**config.mk**
```make
export PLATFORM = sky130hd
export DESIGN_NAME = tefl_top
export DESIGN_NICKNAME = d
export VERILOG_FILES = /design/src/pkg/tefl_pkg.sv /design/src/pkg/tefl_reg_if.sv /design/src/hdl/tefl_top.sv /design/src/hdl/tefl_wb_slave.sv
export SDC_FILE = /design/constraint.sdc
export NUM_CORES = 1
export LEC_CHECK = 0
export BUFFER_PORTS_ARGS = -buffer_cell sky130_fd_sc_hd__buf_2
export CAP_MARGIN = 20
export CORE_MARGIN = 3
export CORE_UTILIZATION = 52
export CTS_CLUSTER_SIZE = 10
export DETAILED_ROUTE_END_ITERATION = 16
export HOLD_SLACK_MARGIN = 0.05
export PLACE_DENSITY = 0.85
export SETUP_SLACK_MARGIN = 0.02
export SYNTH_ARGS = -nofsm -noshare
export SYNTH_HDL_FRONTEND = slang
export SYNTH_HIERARCHICAL = 1
export SYNTH_SLANG_ARGS = --single-unit
export TNS_END_PERCENT = 1
```
**constraint.sdc**
```tcl
create_clock -name MCLK -period 3.8 [get_ports MCLK]
set_input_delay 1.14 -clock MCLK [delete_from_list [all_inputs] [get_ports MCLK]]
set_output_delay 1.14 -clock MCLK [all_outputs]
set_load 0.02 [all_outputs]
```
**src/pkg/tefl_pkg.sv**
```systemverilog
// constants of the timer event, flag and request logic
// assumes a 16-bit timer core alongside and a 32-bit classic wishbone bus

package tefl_pkg;

  // ****************************************************************
  // register map (byte addresses)
  // ****************************************************************
  localparam int          ADR_W          = 8;
  localparam logic [7:0]  OFS_REQ_ENABLE = 8'h0c;
  localparam logic [7:0]  OFS_STATUS     = 8'h10;
  localparam logic [7:0]  OFS_GENERATE   = 8'h14;

  // ****************************************************************
  // widths, reset values and implemented-bit masks
  // ****************************************************************
  localparam int          REG_W          = 16;
  localparam int          GEN_W          = 8;
  localparam int          CH_N           = 4;
  localparam int          IRQ_N          = 8;
  localparam int          DMA_N          = 7;
  localparam logic [15:0] RST_REQ_ENABLE = 16'h0000;
  localparam logic [15:0] RST_STATUS     = 16'h0000;
  localparam logic [7:0]  RST_GENERATE   = 8'h00;
  localparam logic [15:0] MASK_REQ_EN    = 16'h7fff;
  localparam logic [15:0] MASK_STATUS    = 16'h1eff;

  // ****************************************************************
  // field positions; bits 7..0 shared by enable, status and generate registers, dma lsb in enable, overcapture in status
  // ****************************************************************
  localparam int          BIT_UPDATE     = 0;
  localparam int          BIT_CH0        = 1;
  localparam int          BIT_COMMUT     = 5;
  localparam int          BIT_TRIGGER    = 6;
  localparam int          BIT_BREAK      = 7;
  localparam int          BIT_DMA_LSB    = 8;
  localparam int          BIT_OVC0       = 9;

  // ****************************************************************
  // slave controller modes and counter mode codes
  // ****************************************************************
  localparam logic [2:0]  SMS_DISABLED   = 3'h0;
  localparam logic [2:0]  SMS_GATED      = 3'h5;
  localparam logic [1:0]  CMS_EDGE       = 2'h0;

endpackage : tefl_pkg

```
**src/pkg/tefl_reg_if.sv**
```systemverilog
// register access carrier between the wishbone slave and the flag logic
// assumes a single clock domain shared by both ends

interface tefl_reg_if;
  logic        wr;
  logic [7:0]  addr;
  logic [31:0] wdata;
  logic [3:0]  sel;
  logic [31:0] rdata;

  modport bus_mp  (output wr, output addr, output wdata, output sel, input rdata);
  modport regs_mp (input wr, input addr, input wdata, input sel, output rdata);
endinterface : tefl_reg_if

```
**src/hdl/tefl_top.sv**
```systemverilog
// timer event flags, interrupt and dma requests, software event generation
// assumes a counter core, capture stages and output stages on the same clock
//
// Function
// - dma enables bits 14..8 gate dma requests
// - interrupt enables bits 7..0 gate interrupts
// - flags set by hardware, cleared writing zero
// - overcapture flag on capture while flag set
// - break flag set; clear fails while active
// - trigger flag on edge; both edges gated
// - commutation flag set when control bits load
// - output channel flag on compare match
// - input flag on capture; read clears
// - update flag on overflow or reinitialisation
// - generate bits self clear; zero ignored
// - force break clears main output, sets flag
// - force trigger sets trigger flag
// - force commutation loads only with preload
// - force channel event on output sets flag
// - force channel event on input captures counter
// - force update reinitialises counter and shadows
// - trigger rising edge commutates when selected, only with preload
//
// Register access over Wishbone was chosen for this implementation.

module tefl_top
  import tefl_pkg::*;
(
  input  wire logic              MCLK,
  input  wire logic              RESET_N,
  // wishbone slave
  input  wire logic              WB_CYC_I,
  input  wire logic              WB_STB_I,
  input  wire logic              WB_WE_I,
  input  wire logic [ADR_W-1:0]  WB_ADR_I,
  input  wire logic [31:0]       WB_DAT_I,
  input  wire logic [3:0]        WB_SEL_I,
  output logic      [31:0]       WB_DAT_O,
  output logic                   WB_ACK_O,
  // counter core
  input  wire logic              OVERFLOW_EVENT,
  input  wire logic              TRIGGER_REINIT_EVENT,
  input  wire logic              UPDATE_REQUEST_SOURCE,
  input  wire logic              UPDATE_DISABLE,
  input  wire logic              COUNT_DOWN,
  input  wire logic [1:0]        CENTER_ALIGN_SELECT,
  // slave controller
  input  wire logic              TRIGGER_INPUT,
  input  wire logic [2:0]        SLAVE_MODE,
  // channels
  input  wire logic [CH_N-1:0]   CHANNEL_IS_INPUT,
  input  wire logic [CH_N-1:0]   CAPTURE_EDGE,
  input  wire logic [CH_N-1:0]   COMPARE_MATCH,
  input  wire logic [CH_N-1:0]   CAPTURE_READ,
  // break and commutation
  input  wire logic              BREAK_INPUT,
  input  wire logic              PRELOADED_CONTROL_ENABLE,
  input  wire logic              COMMUTATION_SOURCE_SELECT,
  // requests and strobes
  output logic      [IRQ_N-1:0]  IRQ_REQ,
  output logic      [DMA_N-1:0]  DMA_REQ,
  output logic                   FORCE_UPDATE,
  output logic                   RELOAD_FROM_AUTO,
  output logic      [CH_N-1:0]   CAPTURE_LOAD,
  output logic                   COMMUTATION_LOAD,
  output logic                   MAIN_OUTPUT_CLEAR
);

  // ****************************************************************
  // state
  // ****************************************************************
  typedef struct packed {
    logic [REG_W-1:0] req_enable;
    logic [REG_W-1:0] status;
    logic [GEN_W-1:0] generate_req;
    logic             trig_prev;
    logic [DMA_N-1:0] dma;
  } tefl_state_t;

  tefl_state_t st_r;
  tefl_state_t st_nxt;

  tefl_reg_if  reg_bus ();

  // ****************************************************************
  // helpers
  // ****************************************************************
  // low two byte lanes widened to a 16-bit bit mask
  function automatic logic [REG_W-1:0] lane_mask(input logic [3:0] sel);
    lane_mask = {{8{sel[1]}}, {8{sel[0]}}};
  endfunction

  function automatic logic reg_hit(input logic [ADR_W-1:0] adr, input logic [7:0] ofs);
    reg_hit = (adr[ADR_W-1:2] == ofs[ADR_W-1:2]);
  endfunction

  // ****************************************************************
  // bus slave
  // ****************************************************************
  tefl_wb_slave u_wb_slave (
    .clk   (MCLK),
    .rst_n (RESET_N),
    .cyc_i (WB_CYC_I),
    .stb_i (WB_STB_I),
    .we_i  (WB_WE_I),
    .adr_i (WB_ADR_I),
    .dat_i (WB_DAT_I),
    .sel_i (WB_SEL_I),
    .dat_o (WB_DAT_O),
    .ack_o (WB_ACK_O),
    .regs  (reg_bus.bus_mp)
  );

  // ****************************************************************
  // event decode
  // ****************************************************************
  logic             sw_update;
  logic [CH_N-1:0]  sw_channel;
  logic             sw_commut;
  logic             sw_trigger;
  logic             sw_break;
  logic             trig_rise;
  logic             trig_fall;
  logic             ev_trigger;
  logic             ev_commut;
  logic             ev_update;
  logic             ev_break;
  logic [CH_N-1:0]  ev_capture;
  logic [CH_N-1:0]  ev_compare;
  logic [CH_N-1:0]  ev_channel;
  logic [CH_N-1:0]  ev_overcap;
  logic [IRQ_N-1:0] ev_all;

  always_comb begin
    // generate bits live one cycle in the register
    sw_update  = st_r.generate_req[BIT_UPDATE];
    sw_channel = st_r.generate_req[BIT_CH0 +: CH_N];
    sw_commut  = st_r.generate_req[BIT_COMMUT];
    sw_trigger = st_r.generate_req[BIT_TRIGGER];
    sw_break   = st_r.generate_req[BIT_BREAK];

    trig_rise  = TRIGGER_INPUT & ~st_r.trig_prev;
    trig_fall  = ~TRIGGER_INPUT & st_r.trig_prev;
    ev_trigger = sw_trigger;
    if (SLAVE_MODE == SMS_GATED) begin
      ev_trigger = ev_trigger | trig_rise | trig_fall;
    end else if (SLAVE_MODE != SMS_DISABLED) begin
      ev_trigger = ev_trigger | trig_rise;
    end

    // commutation only while control bits are preloaded
    ev_commut = PRELOADED_CONTROL_ENABLE &
                (sw_commut | (COMMUTATION_SOURCE_SELECT & trig_rise));

    ev_update = (OVERFLOW_EVENT & ~UPDATE_DISABLE) |
                ((sw_update | TRIGGER_REINIT_EVENT) &
                 ~UPDATE_REQUEST_SOURCE & ~UPDATE_DISABLE);

    // break level keeps setting the flag, so a clear cannot win
    ev_break = BREAK_INPUT | sw_break;

    ev_capture = CHANNEL_IS_INPUT & (CAPTURE_EDGE | sw_channel);
    ev_compare = ~CHANNEL_IS_INPUT & (COMPARE_MATCH | sw_channel);
    ev_channel = ev_capture | ev_compare;
    ev_overcap = ev_capture & st_r.status[BIT_CH0 +: CH_N];

    ev_all = {ev_break, ev_trigger, ev_commut, ev_channel, ev_update};
  end

  // ****************************************************************
  // register file and flags
  // ****************************************************************
  logic             wr_enable;
  logic             wr_status;
  logic             wr_generate;
  logic [REG_W-1:0] wmask;
  logic [REG_W-1:0] wdata16;
  logic [REG_W-1:0] set_flags;
  logic [REG_W-1:0] clr_flags;

  always_comb begin
    st_nxt      = st_r;
    wmask       = lane_mask(reg_bus.sel);
    wdata16     = reg_bus.wdata[REG_W-1:0];
    wr_enable   = reg_bus.wr & reg_hit(reg_bus.addr, OFS_REQ_ENABLE);
    wr_status   = reg_bus.wr & reg_hit(reg_bus.addr, OFS_STATUS);
    wr_generate = reg_bus.wr & reg_hit(reg_bus.addr, OFS_GENERATE);

    if (wr_enable) begin
      st_nxt.req_enable = ((st_r.req_enable & ~wmask) | (wdata16 & wmask)) & MASK_REQ_EN;
    end

    // set and clear pulses: zero written clears, one written is ignored
    set_flags = '0;
    set_flags[IRQ_N-1:0] = ev_all;
    set_flags[BIT_OVC0 +: CH_N] = ev_overcap;
    clr_flags = '0;
    if (wr_status) begin
      clr_flags = ~wdata16 & wmask & MASK_STATUS;
    end
    // reading a capture register clears an input channel flag
    clr_flags[BIT_CH0 +: CH_N] = clr_flags[BIT_CH0 +: CH_N] |
                                 (CAPTURE_READ & CHANNEL_IS_INPUT);
    // an event in the clearing cycle wins
    st_nxt.status = ((st_r.status & ~clr_flags) | set_flags) & MASK_STATUS;

    // software writes ones; hardware drops them the next cycle
    st_nxt.generate_req = RST_GENERATE;
    if (wr_generate & reg_bus.sel[0]) begin
      st_nxt.generate_req = reg_bus.wdata[GEN_W-1:0];
    end

    st_nxt.trig_prev = TRIGGER_INPUT;
    st_nxt.dma       = ev_all[DMA_N-1:0] & st_r.req_enable[BIT_DMA_LSB +: DMA_N];
  end

  always_ff @(posedge MCLK) begin
    if (!RESET_N) begin
      st_r.req_enable   <= RST_REQ_ENABLE;
      st_r.status       <= RST_STATUS;
      st_r.generate_req <= RST_GENERATE;
      st_r.trig_prev    <= 1'b0;
      st_r.dma          <= '0;
    end else begin
      st_r <= st_nxt;
    end
  end

  // ****************************************************************
  // read mux
  // ****************************************************************
  always_comb begin
    reg_bus.rdata = 32'h0000_0000;
    if (reg_hit(reg_bus.addr, OFS_REQ_ENABLE)) begin
      reg_bus.rdata[REG_W-1:0] = st_r.req_enable;
    end else if (reg_hit(reg_bus.addr, OFS_STATUS)) begin
      reg_bus.rdata[REG_W-1:0] = st_r.status;
    end
    // generate register is write only and reads zero
  end

  // ****************************************************************
  // outputs
  // ****************************************************************
  assign IRQ_REQ           = st_r.status[IRQ_N-1:0] & st_r.req_enable[IRQ_N-1:0];
  assign DMA_REQ           = st_r.dma;
  assign FORCE_UPDATE      = sw_update;
  // down counting in edge mode reloads from auto-reload, else from zero
  assign RELOAD_FROM_AUTO  = sw_update & COUNT_DOWN &
                             (CENTER_ALIGN_SELECT == CMS_EDGE);
  assign CAPTURE_LOAD      = ev_capture;
  assign COMMUTATION_LOAD  = ev_commut;
  assign MAIN_OUTPUT_CLEAR = sw_break;

endmodule // tefl_top

```
**src/hdl/tefl_wb_slave.sv**
```systemverilog
// classic wishbone slave: one wait state, registered ack and read data
// assumes a master that holds its request until it samples ack

module tefl_wb_slave
  import tefl_pkg::*;
(
  input  wire logic        clk,
  input  wire logic        rst_n,
  input  wire logic        cyc_i,
  input  wire logic        stb_i,
  input  wire logic        we_i,
  input  wire logic [7:0]  adr_i,
  input  wire logic [31:0] dat_i,
  input  wire logic [3:0]  sel_i,
  output logic      [31:0] dat_o,
  output logic             ack_o,
  tefl_reg_if.bus_mp       regs
);

  typedef struct packed {
    logic        ack;
    logic [31:0] dat;
  } tefl_wb_state_t;

  tefl_wb_state_t st_r;
  tefl_wb_state_t st_nxt;

  // ****************************************************************
  // request decode
  // ****************************************************************
  // write lands on the edge that the master samples ack
  assign regs.wr    = cyc_i & stb_i & we_i & st_r.ack;
  assign regs.addr  = adr_i;
  assign regs.wdata = dat_i;
  assign regs.sel   = sel_i;

  always_comb begin
    st_nxt     = st_r;
    st_nxt.ack = cyc_i & stb_i & ~st_r.ack;
    st_nxt.dat = (cyc_i & stb_i & ~we_i & ~st_r.ack) ? regs.rdata : 32'h0000_0000;
  end

  always_ff @(posedge clk) begin
    if (!rst_n) begin
      st_r <= '0;
    end else begin
      st_r <= st_nxt;
    end
  end

  assign ack_o = st_r.ack;
  assign dat_o = st_r.dat;

endmodule // tefl_wb_slave

```
==> impl_metrics.env <==
export IMPL_dp_final_hpwl_mm=4.863
export IMPL_clock_latency_on_the_worst_skew_pair_ns=0.34
export IMPL_worst_ep_required_time_ns=2.66
export IMPL_setup_violations_final=0
export IMPL_timing_critical_path_fanout_max=3
export IMPL_layout_cells_most_common_list="sky130_fd_sc_hd__buf_2 (113), sky130_fd_sc_hd__dfxtp_1 (76), sky130_fd_sc_hd__nand2_1 (39)"
export IMPL_cts_root_buf="sky130_fd_sc_hd__clkbuf_8"
export IMPL_globalplace_congestion=0.7381
export IMPL_antenna_diode_count=0
export IMPL_floorplan_rows=27
export IMPL_fp_dieArea_um2=6871
export IMPL_fp_dieH_um=82.89
export IMPL_pin_count=135
export IMPL_clk_pin_slew_ns=0.07
export IMPL_grt_pass1_wl_mm=11.35
export IMPL_design_final_nets=490
export IMPL_critical_path_class="in2out"
export IMPL_vias=2483
export IMPL_die_w_um=82.89
export IMPL_floorplan_initialDensity_pct=54.82
export IMPL_layout_filler_cells=464
export IMPL_io_buffer_count=113
export IMPL_grt_overflow=0
export IMPL_min_delay_path_class="reg2reg"
export IMPL_h_tree_depth=3
export IMPL_maxCapViolations=0
export IMPL_share_of_the_cycle_needed_by_the_critical_path_after_routing_pct=80.34
export IMPL_setup_tns_ns=0
export IMPL_final_max_slew_viol_count=0
export IMPL_grt_start_max_net_pins=34
export IMPL_tightestPinTransition_ns=0.6852
export IMPL_cts_tree="yes"
export IMPL_fmax_mhz=327.6
export IMPL_ys_warn_count=6
export IMPL_syn_to_final_growth_pct=21.61
export IMPL_total_cts_buffers=9
export IMPL_post_detailed_route_drc_marker_count=0
export IMPL_detailedRoute_firstIterationViolations=110
export IMPL_drt_pass1_iter_count=4
export IMPL_layout_commonest_cell="sky130_fd_sc_hd__buf_2"
export IMPL_crit_path_end_kind="output port"
export IMPL_relSlewSlack_pct=54.27
export IMPL_totalPowerFinal_w=0.001627
export IMPL_grt_setup_unrepaired="no"
export IMPL_floorplan_core_area_um2=5608
export IMPL_clock_path_buffers=2
export IMPL_synth_area_um2=3074
export IMPL_via_count_of_the_first_global_routing_pass=2486
export IMPL_ctsHoldBuffers=0
export IMPL_overall_global_routing_resource_usage_pct=20.38
export IMPL_final_period_minus_worst_setup_slack_ns=3.053
export IMPL_cts_repair_resize_count=0
export IMPL_run_status="completed"
export IMPL_vdd_drop_max_mv=0.2472
export IMPL_routedWlPerCell_um=14.05
export IMPL_avgViaCountPerCell=5.088
export IMPL_final_hold_violation_count=0
export IMPL_synth_instances=311
export IMPL_critical_path_arrival_ns=1.91
export IMPL_layout_drive_gt1_share_pct=36.54
export IMPL_skew_ns=0.005606
export IMPL_worstSetupStartpointType="input pin"
export IMPL_cts_sink_count=76
export IMPL_power_density_nw_per_um2=435.3
export IMPL_post_cts_setup_buffer_count=0
export IMPL_drt_total_wl_mm=6.854
export IMPL_power_leakage_nw=1.856
export IMPL_detail_route_antenna_nets=0
export IMPL_syn_avg_cell_area_um2=9.885
export IMPL_antenna_found_initial=0
[stage by stage]
stage | hold WS (ns) | std cells | setup WS (ns) | area, um2 | util (%)
after floorplan | 0.4272 | 327 | 1.016 | 3134 | -
after global placement | 0.4401 | 472 | 0.7437 | 3503 | 62.47
after detailed placement | 0.4572 | 472 | 0.7349 | 3503 | 62.47
after CTS | 0.4692 | 488 | 0.7315 | 3739 | 66.67
after global routing | 0.4892 | 488 | 0.6476 | 3739 | 66.67
final | 0.4635 | 488 | 0.7471 | 3739 | 66.67
[layer usage]
layer	up-vias	GRT usage, %	routed length (um)
met4	0	10.55	160
met1	1141	24.88	2894
met3	13	4.167	543
met2	98	33.82	3256
met5	-	0	0
li1	1231	-	-
[area by class of cell]
class	instances	area, um2	area share (%)
clock buffer	12	165.2	4.418
clock inverter	4	70.07	1.874
inverter	3	11.26	0.3012
multi-input combinational	204	1285	34.37
sequential	76	1521	40.70
tap	72	90.09	2.410
timing repair buffer	117	595.6	15.93
[worst max-delay path: stages]
cell and delay (ns):
sky130_fd_sc_hd__buf_2 0.11, sky130_fd_sc_hd__nor2b_1 0.15, sky130_fd_sc_hd__a31oi_1 0.30, sky130_fd_sc_hd__inv_1 0.06
sky130_fd_sc_hd__buf_2 0.16
[power breakdown]
| group | switching, W | internal (W) |
|---|---|---|
| clock | 0.000284 | 0.000422 |
| combinational | 0.0000603 | 0.0000456 |
| sequential | 0.00000732 | 0.000808 |
[final timing paths]
kind	from	to	slack, ns	cells after the start
max	TRIGGER_INPUT	COMMUTATION_LOAD	0.75	5
min	register	DMA_REQ[5]	0.46	2
max reg2reg	u_wb_slave/ack_o	register	2.09	4
min reg2reg	register	DMA_REQ[5]	0.46	2
No activity file was read; power rests on OpenSTA's default activity.
